**config.mk**
```make
export PLATFORM = sky130hd
export DESIGN_NAME = core_misc_instr_decode
export DESIGN_NICKNAME = d
export VERILOG_FILES = /design/src/core/misc_decode_pkg.sv /design/src/core/cfg_port_if.sv /design/src/core/core_misc_instr_decode.sv /design/src/core/cfg_reg_store.sv
export VERILOG_INCLUDE_DIRS = /design/src /design/src/core
export SDC_FILE = /design/constraint.sdc
export NUM_CORES = 1
export LEC_CHECK = 0
export BUFFER_PORTS_ARGS = -buffer_cell sky130_fd_sc_hd__buf_2
export CAP_MARGIN = 30
export CORE_ASPECT_RATIO = 0.7
export CORE_UTILIZATION = 44
export CTS_CLUSTER_DIAMETER = 60
export DETAILED_ROUTE_END_ITERATION = 16
export GPL_ROUTABILITY_DRIVEN = 0
export PLACE_DENSITY = 0.92
export SYNTH_ARGS = -nofsm -noshare
export SYNTH_HDL_FRONTEND = slang
export SYNTH_SLANG_ARGS = --single-unit
```
**constraint.sdc**
```tcl
create_clock -name clk -period 3.8 [get_ports clk]
set_input_delay 0.76 -clock clk [delete_from_list [all_inputs] [get_ports clk]]
set_output_delay 0.76 -clock clk [all_outputs]
set_load 0.01 [all_outputs]
```
**src/core/misc_decode_consts.svh**
```systemverilog
// Purpose: Shared constants of the miscellaneous instruction decoder
// Assumes: 14-bit instruction words, 8-bit data path
// Notes: Definitions only
`ifndef MISC_DECODE_CONSTS_SVH
`define MISC_DECODE_CONSTS_SVH

// ==========================================================
// Instruction encodings
`define INSTR_W 14
`define CFG_LOAD_WORD 14'h0062
`define RET_IRQ_WORD 14'h0009
`define IDLE_MASK 14'h3f9f
`define IDLE_MATCH 14'h0000

// ==========================================================
// Field positions and timing
`define IRQ_ENABLE_BIT 7
`define RET_CYCLES 2

// ==========================================================
// Configuration register placement and reset
`define CFG_FILE_ADDR 7'h01
`define CFG_RESET 8'hff

`endif

```
**src/core/misc_decode_pkg.sv**
```systemverilog
// Purpose: Types of the miscellaneous instruction decoder
// Assumes: Nothing beyond the constants header
// Notes: Used by scoped name only
package misc_decode_pkg;

  // ==========================================================
  // Sequencer states
  typedef enum logic [0:0] {
    ST_READY,
    ST_RET_WAIT
  } state_type;

  // ==========================================================
  // Decoded instruction kinds
  typedef enum logic [1:0] {
    KIND_OTHER,
    KIND_CFG_LOAD,
    KIND_IDLE,
    KIND_RET_IRQ
  } instr_kind_type;

endpackage : misc_decode_pkg

```
**src/core/cfg_port_if.sv**
```systemverilog
// Purpose: Write port and value of the core configuration register
// Assumes: One writer, one holder
// Notes: Carried between the decoder and the register holder
`timescale 1ns/1ps

interface cfg_port_if #(
  parameter int DATA_W = 8
);
  logic we;
  logic [DATA_W-1:0] wdata;
  logic [DATA_W-1:0] value;

  modport ctrl (
    output we,
    output wdata,
    input value
  );

  modport store (
    input we,
    input wdata,
    output value
  );
endinterface : cfg_port_if

```
**src/core/core_misc_instr_decode.sv**
```systemverilog
// Purpose: Decodes and executes the configuration-load, idle and
//   return-from-interrupt instructions of an 8-bit core
// Assumes: Inputs synchronous to clk; core holds the next word while
//   instr_ready is low
// Notes: Status flags are never written by this block
//
// What this block does
// - Config-load copies accumulator into config register; flags untouched.
// - Config register is read and written at one file-register address.
// - Return-from-interrupt pops the stack and loads PC from stack top.
// - Return sets global interrupt enable, bit 7; flags untouched.
// - Return-from-interrupt is one word but takes two cycles.
`timescale 1ns/1ps
`include "misc_decode_consts.svh"

module core_misc_instr_decode #(
  parameter int DATA_W = 8,
  parameter int ADDR_W = 7,
  parameter int PC_W = 13
) (
  input wire logic clk,
  input wire logic nrst,
  input wire logic instr_valid,
  input wire logic [`INSTR_W-1:0] instr_word,
  output logic instr_ready,
  input wire logic [DATA_W-1:0] acc_value,
  input wire logic [ADDR_W-1:0] file_addr,
  input wire logic file_we,
  input wire logic file_re,
  input wire logic [DATA_W-1:0] file_wdata,
  output logic [DATA_W-1:0] file_rdata,
  output logic file_hit,
  input wire logic [PC_W-1:0] stack_top_entry,
  output logic stack_pop,
  output logic pc_load,
  output logic [PC_W-1:0] pc_load_value,
  output logic pc_advance,
  output logic irq_ctrl_set,
  output logic [DATA_W-1:0] irq_ctrl_set_mask,
  output logic global_irq_enable_set,
  output logic [DATA_W-1:0] cfg_value,
  output logic decoded_own
);

  // ==========================================================
  // Constants at the widths they meet
  localparam logic [1:0] RET_WAIT_LOAD = 2'(`RET_CYCLES - 1);
  localparam logic [DATA_W-1:0] IRQ_ENABLE_MASK =
    DATA_W'(1) << `IRQ_ENABLE_BIT;
  localparam logic [ADDR_W-1:0] CFG_ADDR = ADDR_W'(`CFG_FILE_ADDR);

  // ==========================================================
  // Decode
  misc_decode_pkg::instr_kind_type kind;
  wire is_cfg_load;
  wire is_idle;
  wire is_ret_irq;
  wire take;

  // Masked compare drops the two don't-care bits of the idle word
  assign is_idle = (instr_word & `IDLE_MASK) == `IDLE_MATCH;
  assign is_cfg_load = instr_word == `CFG_LOAD_WORD;
  assign is_ret_irq = instr_word == `RET_IRQ_WORD;

  // Any other word is still taken but leaves every output quiet
  always_comb begin
    kind = misc_decode_pkg::KIND_OTHER;
    if (is_cfg_load) begin
      kind = misc_decode_pkg::KIND_CFG_LOAD;
    end else if (is_ret_irq) begin
      kind = misc_decode_pkg::KIND_RET_IRQ;
    end else if (is_idle) begin
      kind = misc_decode_pkg::KIND_IDLE;
    end
  end

  // ==========================================================
  // Sequencer
  misc_decode_pkg::state_type state_q;
  misc_decode_pkg::state_type state_d;
  logic [1:0] wait_q;
  logic [1:0] wait_d;

  assign instr_ready = state_q == misc_decode_pkg::ST_READY;
  assign take = instr_valid && instr_ready;

  wire fire_cfg;
  wire fire_idle;
  wire fire_ret;
  wire wait_last;

  assign fire_cfg = take && (kind == misc_decode_pkg::KIND_CFG_LOAD);
  assign fire_idle = take && (kind == misc_decode_pkg::KIND_IDLE);
  assign fire_ret = take && (kind == misc_decode_pkg::KIND_RET_IRQ);
  assign wait_last = wait_q <= 2'h1;

  // Second cycle of the return holds off the next word while the
  // fetch path refills from the restored program counter
  always_comb begin
    state_d = state_q;
    wait_d = wait_q;
    unique case (state_q)
      misc_decode_pkg::ST_READY: begin
        if (fire_ret && (RET_WAIT_LOAD != 2'h0)) begin
          state_d = misc_decode_pkg::ST_RET_WAIT;
          wait_d = RET_WAIT_LOAD;
        end
      end
      misc_decode_pkg::ST_RET_WAIT: begin
        if (wait_last) begin
          state_d = misc_decode_pkg::ST_READY;
          wait_d = 2'h0;
        end else begin
          wait_d = wait_q - 2'h1;
        end
      end
    endcase
  end

  always_ff @(posedge clk) begin
    if (!nrst) begin
      state_q <= misc_decode_pkg::ST_READY;
      wait_q <= 2'h0;
    end else begin
      state_q <= state_d;
      wait_q <= wait_d;
    end
  end

  // ==========================================================
  // Configuration register write port
  cfg_port_if #(.DATA_W(DATA_W)) cfg_port ();

  wire file_sel = file_addr == CFG_ADDR;
  wire file_cfg_wr = file_we && file_sel;

  // The dedicated load wins when both arrive in one cycle, since it is
  // the instruction being executed now
  assign cfg_port.we = fire_cfg || file_cfg_wr;
  assign cfg_port.wdata = fire_cfg ? acc_value : file_wdata;

  cfg_reg_store #(
    .DATA_W(DATA_W)
  ) u_cfg (
    .clk(clk),
    .nrst(nrst),
    .port(cfg_port)
  );

  assign cfg_value = cfg_port.value;

  // ==========================================================
  // File-register read path
  logic [DATA_W-1:0] rdata_q;
  logic [DATA_W-1:0] rdata_d;
  logic hit_q;
  logic hit_d;

  // Unmapped addresses read as zero and leave file_hit low
  assign hit_d = file_re && file_sel;
  assign rdata_d = hit_d ? cfg_port.value : '0;

  always_ff @(posedge clk) begin
    if (!nrst) begin
      rdata_q <= '0;
      hit_q <= 1'b0;
    end else begin
      rdata_q <= rdata_d;
      hit_q <= hit_d;
    end
  end

  assign file_rdata = rdata_q;
  assign file_hit = hit_q;

  // ==========================================================
  // Stack, program counter and interrupt-control outputs
  logic pop_q;
  logic pc_load_q;
  logic [PC_W-1:0] pc_val_q;
  logic [PC_W-1:0] pc_val_d;
  logic adv_q;
  logic adv_d;
  logic irq_en_q;
  logic own_q;
  logic own_d;

  // The captured target stands until the next return, so a slow core
  // may still load it after the pulse has gone
  assign pc_val_d = fire_ret ? stack_top_entry : pc_val_q;
  assign adv_d = fire_cfg || fire_idle;
  assign own_d = fire_cfg || fire_idle || fire_ret;

  always_ff @(posedge clk) begin
    if (!nrst) begin
      pop_q <= 1'b0;
      pc_load_q <= 1'b0;
      pc_val_q <= '0;
      adv_q <= 1'b0;
      irq_en_q <= 1'b0;
      own_q <= 1'b0;
    end else begin
      pop_q <= fire_ret;
      pc_load_q <= fire_ret;
      pc_val_q <= pc_val_d;
      adv_q <= adv_d;
      irq_en_q <= fire_ret;
      own_q <= own_d;
    end
  end

  assign stack_pop = pop_q;
  assign pc_load = pc_load_q;
  assign pc_load_value = pc_val_q;
  assign pc_advance = adv_q;
  // Set-only mask: other interrupt-control bits are never disturbed
  assign irq_ctrl_set = irq_en_q;
  assign irq_ctrl_set_mask = irq_en_q ? IRQ_ENABLE_MASK : '0;
  assign global_irq_enable_set = irq_en_q;
  assign decoded_own = own_q;

endmodule : core_misc_instr_decode

```
**src/core/cfg_reg_store.sv**
```systemverilog
// Purpose: Holds the core configuration register
// Assumes: Synchronous active-low reset
// Notes: Write takes effect at the next clock edge
`timescale 1ns/1ps
`include "misc_decode_consts.svh"

module cfg_reg_store #(
  parameter int DATA_W = 8
) (
  input wire logic clk,
  input wire logic nrst,
  cfg_port_if.store port
);

  logic [DATA_W-1:0] cfg_q;
  logic [DATA_W-1:0] cfg_d;

  assign cfg_d = port.we ? port.wdata : cfg_q;
  assign port.value = cfg_q;

  always_ff @(posedge clk) begin
    if (!nrst) begin
      cfg_q <= DATA_W'(`CFG_RESET);
    end else begin
      cfg_q <= cfg_d;
    end
  end

endmodule : cfg_reg_store

```
Word-level counts from Yosys, hierarchy flattened:

Cells that the tools add are included.

* logic and storage cells: 41
* memory bits (writable): 0
* register bits after elaboration: 36
* input bits: 55
* output and inout port bits: 45
* memories: 0
* latch bits: 0
* ROM bits: 0

* bitwise gates (word level): 1
* $mul: 0
* reduce and logical (&&, ||, !) cells: 11
* eq/ne operators: 7
* $lt $le $gt $ge: 1
* divide/modulo/power cells: 0
* muxes and demuxes: 11
* shift operators: 0
* $add $sub $neg: 1

Operators with widths (count)
* $mux W8: 2
* $eq A14 B4 Y1 const B: 1
* $eq A14 B7 Y1 const B: 1
* $logic_not A14 Y1: 1
* $mux W2: 5
* $eq A7 B1 Y1 const B: 1
* $logic_and A1 B1 Y1: 6
* $eq A2 B2 Y1 const B: 2
* $pmux W2 S2: 1
* $logic_or A1 B1 Y1: 3
* $eq A2 B1 Y1 const B: 1
* $le A2 B1 Y1 const B: 1
* $mux W1: 2
* $ne A2 B1 Y1 const B: 1
* $pmux W1 S2: 1
* $reduce_and A2 Y1: 1
* $sub A2 B1 Y2 const B: 1
* $not A1 Y1: 1

Logic depth before layout (Yosys ltp):

* depth in word-level cells: 8
* depth in mapped cells: 6

Hierarchy:

From an unflattened synthesis, not the netlist that was laid out.

* cell total of the unflattened synthesis: 141
* area total of the unflattened synthesis: 1557.7 um^2

Modules (own cells, without submodules)
* core_misc_instr_decode: cells each 115, area an instance 1272.5 um^2, seq. area each 560.5 um^2, instances 1
* cfg_reg_store: cells each 26, area an instance 285.3 um^2, seq. area each 160.2 um^2, instances 1

Least setup slack after synthesis:

Ideal clock, no wire load.

* kind: input to register
* start point: input file_addr[2]
* end point: register u_cfg.cfg_q[0] (netlist: u_cfg.port.value[0])
* library setup time: 0.127 ns
* data arrival time: 1.659 ns
* required time: 3.673 ns
* stages on the path: 4
* setup slack: 2.014 ns
* cells stage by stage: nor4_2 nand4_2 mux2i_1 a2bb2oi_1

* word-level cells in the longest chain between the ends: 3

Ends and longest elaborated chain
* from (decl): RTL line core_misc_instr_decode.sv:27 `input wire logic [ADDR_W-1:0] file_addr,`
* $eq A7 B1 Y1: RTL line core_misc_instr_decode.sv:134 `wire file_sel = file_addr == CFG_ADDR;`
* $logic_and A1 B1 Y1: RTL line core_misc_instr_decode.sv:135 `wire file_cfg_wr = file_we && file_sel;`
* $logic_or A1 B1 Y1: RTL line core_misc_instr_decode.sv:139 `assign cfg_port.we = fire_cfg || file_cfg_wr;`
* to (signal assigned): RTL line cfg_reg_store.sv:23 `` cfg_q <= DATA_W'(`CFG_RESET); ``
* to (signal assigned): RTL line cfg_reg_store.sv:25 `cfg_q <= cfg_d;`
* to (decl): RTL line cfg_reg_store.sv:15 `logic [DATA_W-1:0] cfg_q;`

No other way between the ends.
A chain may end at the register's enable or synchronous reset.

Worst setup path in the final report:

* start point: input instr_word[12]
* end point: register u_cfg.cfg_q[2] (netlist: u_cfg.port.value[2])

* word-level cells in the longest chain between the ends: 7
* elaborated cells on any way between the ends: 10
* classes of those cells: eq/ne (3); mux (4); reduce/logical (3)

Ends and longest elaborated chain
* from (decl): RTL line core_misc_instr_decode.sv:24 `` input wire logic [`INSTR_W-1:0] instr_word, ``
* $logic_not A14 Y1 (no source line)
* $mux W2: RTL line core_misc_instr_decode.sv:72 `end else if (is_idle) begin`
* $mux W2: RTL line core_misc_instr_decode.sv:70 `end else if (is_ret_irq) begin`
* $mux W2 *: RTL line core_misc_instr_decode.sv:68 `if (is_cfg_load) begin`
* $eq A2 B1 Y1 *: RTL line core_misc_instr_decode.sv:92 `assign fire_cfg = take && (kind == misc_decode_pkg::KIND_CFG_LOAD);`
* $logic_and A1 B1 Y1 *: RTL line core_misc_instr_decode.sv:92
* $mux W8 / $logic_or A1 B1 Y1 (equally long branches): RTL line core_misc_instr_decode.sv:140, core_misc_instr_decode.sv:139

Every way passes the cells marked *; elsewhere a longest branch is shown, timed or not.

==> run metrics <==
DP HPWL=around 2700 um; post-synthesis cell type count=30; Core ar.=3169 sq um; CP max FO=17; # rows=17; total track usage=0.2029; worst slew pin tran=a little under 0.9 ns; Num CTS Buffers=5; die area=~3600 sq um; Place WS=1.375 ns; Nets=slightly below 300; Worst Skew=approximately 0.0025 ns; Crit. End Element=flip-flop; fin crit share=0.5529; DRC viols=7; placed cells=between 200 and 300; max_cap viols=0; Chip Height=between 50 and 60 um; Via density=just over 5; Setup TNS Final=0 ns; first-pass GRT wire length=approximately 5300 um; Post-Layout Cell Count=around 280; largest net degree at the start of global routing=18; Tmin final=2.101 ns; Routed Antenna Nets=0; clock-pin slew on the worst setup and hold paths=0.07 ns; via count=around 1400; Sequential Power Share=0.423; status=finished, violations left; unrepaired setup endpoints after global routing=false; internal reg-to-reg setup slack=approximately 2.0 ns; Max Clk Rate=around 480 MHz; WP data required=roughly 4.0 ns; Hold Path Class=reg -> reg; Synth-to-Final Area Change=38.74%; Initial Util=0.4647; Fillers=~280; Pleak=between 1 and 1.5 nW; Post-CTS Resized=0; CTS max path bufs=2; Hold Slack=roughly 0.47 ns; hold_buf cts=0; CP Launch Type=primary input; final hold vios=0; buffer count from post-CTS setup fixing=0; maximum vdd drop=around 0.21 mV; Top Ports=100; clk sinks=36; Setup WS post-layout=1.699 ns; Avg WL per Cell=12.46 um; Clock Power Share=0.521; CTS tree=yes; sw power=roughly 160 uW; # setup viols final=0; crit path kind=in -> reg; Logic pwr share=0.056; Seq/Total Area, Yosys=0.4894; placed cell area=between 1500 and 2000 sq um; ant diodes=0; Post-Syn Area=about 1500 sq um; P_int=731.9 uW; fin. max-slew vios=0; initial antenna violation count=0; Util after Layout=0.6447; GRT overflow=0; share of layout cells above drive strength 1=0.4444; Die Width=71.15 um; First-pass DRT Iterations=10; PortBufs=92; design area=roughly 2000 sq um; Sw Share=0.1808; #FFs+latches synth=36; vias in the first global route=~1200; Crit path arrival time=2.27 ns; PwrDens=about 440 nW/um^2; syn avg cell area=roughly 9.6 sq um; Total Power=about 890 uW; clock latency on the worst-skew pair=slightly below 0.3 ns; WL final=3501 um; slew margin rel.=0.4163; Synth Instances=between 150 and 200; H-tree depth=2; Yosys Warn Count=0; Initial DRC Count=39; clock root cell=clkbuf_8; violated checks=design-rule violations
[cells in the mapped netlist, drive strengths merged]
cell type,number,area (sq um)
dfxtp,36,720.7
a21oi,16,83.83
nand3,16,85.08
buf,15,111.4
o21ai,13,65.06
a2bb2oi,9,78.83
and2,8,50.05
mux2i,8,80.08
nor2,7,26.28
nand2,5,18.77
nor3,4,25.02
inv,3,11.26
clkbuf,2,7.510
nor4,2,25.02
a211oi,1,7.510
a22oi,1,7.510
and3,1,6.260
conb,1,3.750
nand2b,1,6.260
nand4,1,12.51
nand4bb,1,11.26
nor4b,1,15.01
o21a,1,7.510
or2,1,6.260
[logic make-up after synthesis]
| family | share of synthesized area |
|---|---|
| simple gates | 0.1954 |
| compound gates | 0.1699 |
| flops | 0.4894 |
| other cells | 0.002546 |
| buf+inv | 0.08836 |
| mux | 0.05438 |
[power by group through the flow]
stage / Combinational (mW) / Sequential [mW] / Clock, mW
finish: 0.0501 / 0.378 / 0.466
floorplan: 0.0225 / 0.386 / 0
global route: 0.0547 / 0.377 / 0.492
CTS: 0.0501 / 0.378 / 0.475
detailed placement: 0.0499 / 0.386 / 0
global placement: 0.0492 / 0.386 / 0
[path summary, 6_finish.rpt]
| path | end | cells after the start | start |
|---|---|---|---|
| min reg2reg | wait_q[1] | 2 | wait_q[1] |
| max reg2reg | u_cfg.port.value[2] | 4 | state_q |
| max | u_cfg.port.value[2] | 5 | instr_word[12] |
| min | wait_q[1] | 2 | wait_q[1] |
[final cells by class]
class,instances,area [sq um],area share
Clock buffer,5,68.82,0.03368
Clock inverter,3,90.09,0.04409
Inverter,3,11.26,0.005511
Multi-Input combinational cell,104,644.4,0.3154
Sequential cell,36,720.7,0.3527
Tap cell,38,47.55,0.02327
Timing Repair Buffer,92,460.4,0.2254
[per-layer routing]
layer  track usage  part of all wire  vias up
met4       0.09000             0.020        0
met2        0.3397              0.48       59
met5             0                 0        -
met3       0.08635             0.074        8
li1              -                 -      707
met1        0.2261              0.42      642
[placed cells by master (no fill, tap or decap), types with 2 or more instances in the layout]
| cell type | instances |
|---|---|
| a21oi_1 | 15 |
| buf_2 | 92 |
| mux2i_1 | 8 |
| o21ai_0 | 10 |
| and2_1 | 8 |
| conb_1 | 7 |
| a2bb2oi_1 | 9 |
| dfxtp_1 | 36 |
| o21ai_1 | 3 |
| nor2_1 | 7 |
| clkbuf_8 | 5 |
| nand3_1 | 15 |
| nand2_1 | 5 |
| nor3_1 | 3 |
| bufinv_16 | 3 |
| inv_1 | 3 |
| nor4_2 | 2 |
[registers in the layout, indices dropped and copies added, names as in the netlist]
name and count:
u_cfg.port.value 8, state_q 1, file_rdata 8, pc_load_value 13, global_irq_enable_set 1, pc_advance 1
file_hit 1, decoded_own 1, wait_q 2
[worst max-delay path, cell delays in order]
cell and delay, ns:
buf_2 0.10, nor4b_2 0.28, and3_1 0.60, nand3_2 0.31, a2bb2oi_1 0.21
No activity file was read; power rests on OpenSTA's default activity.
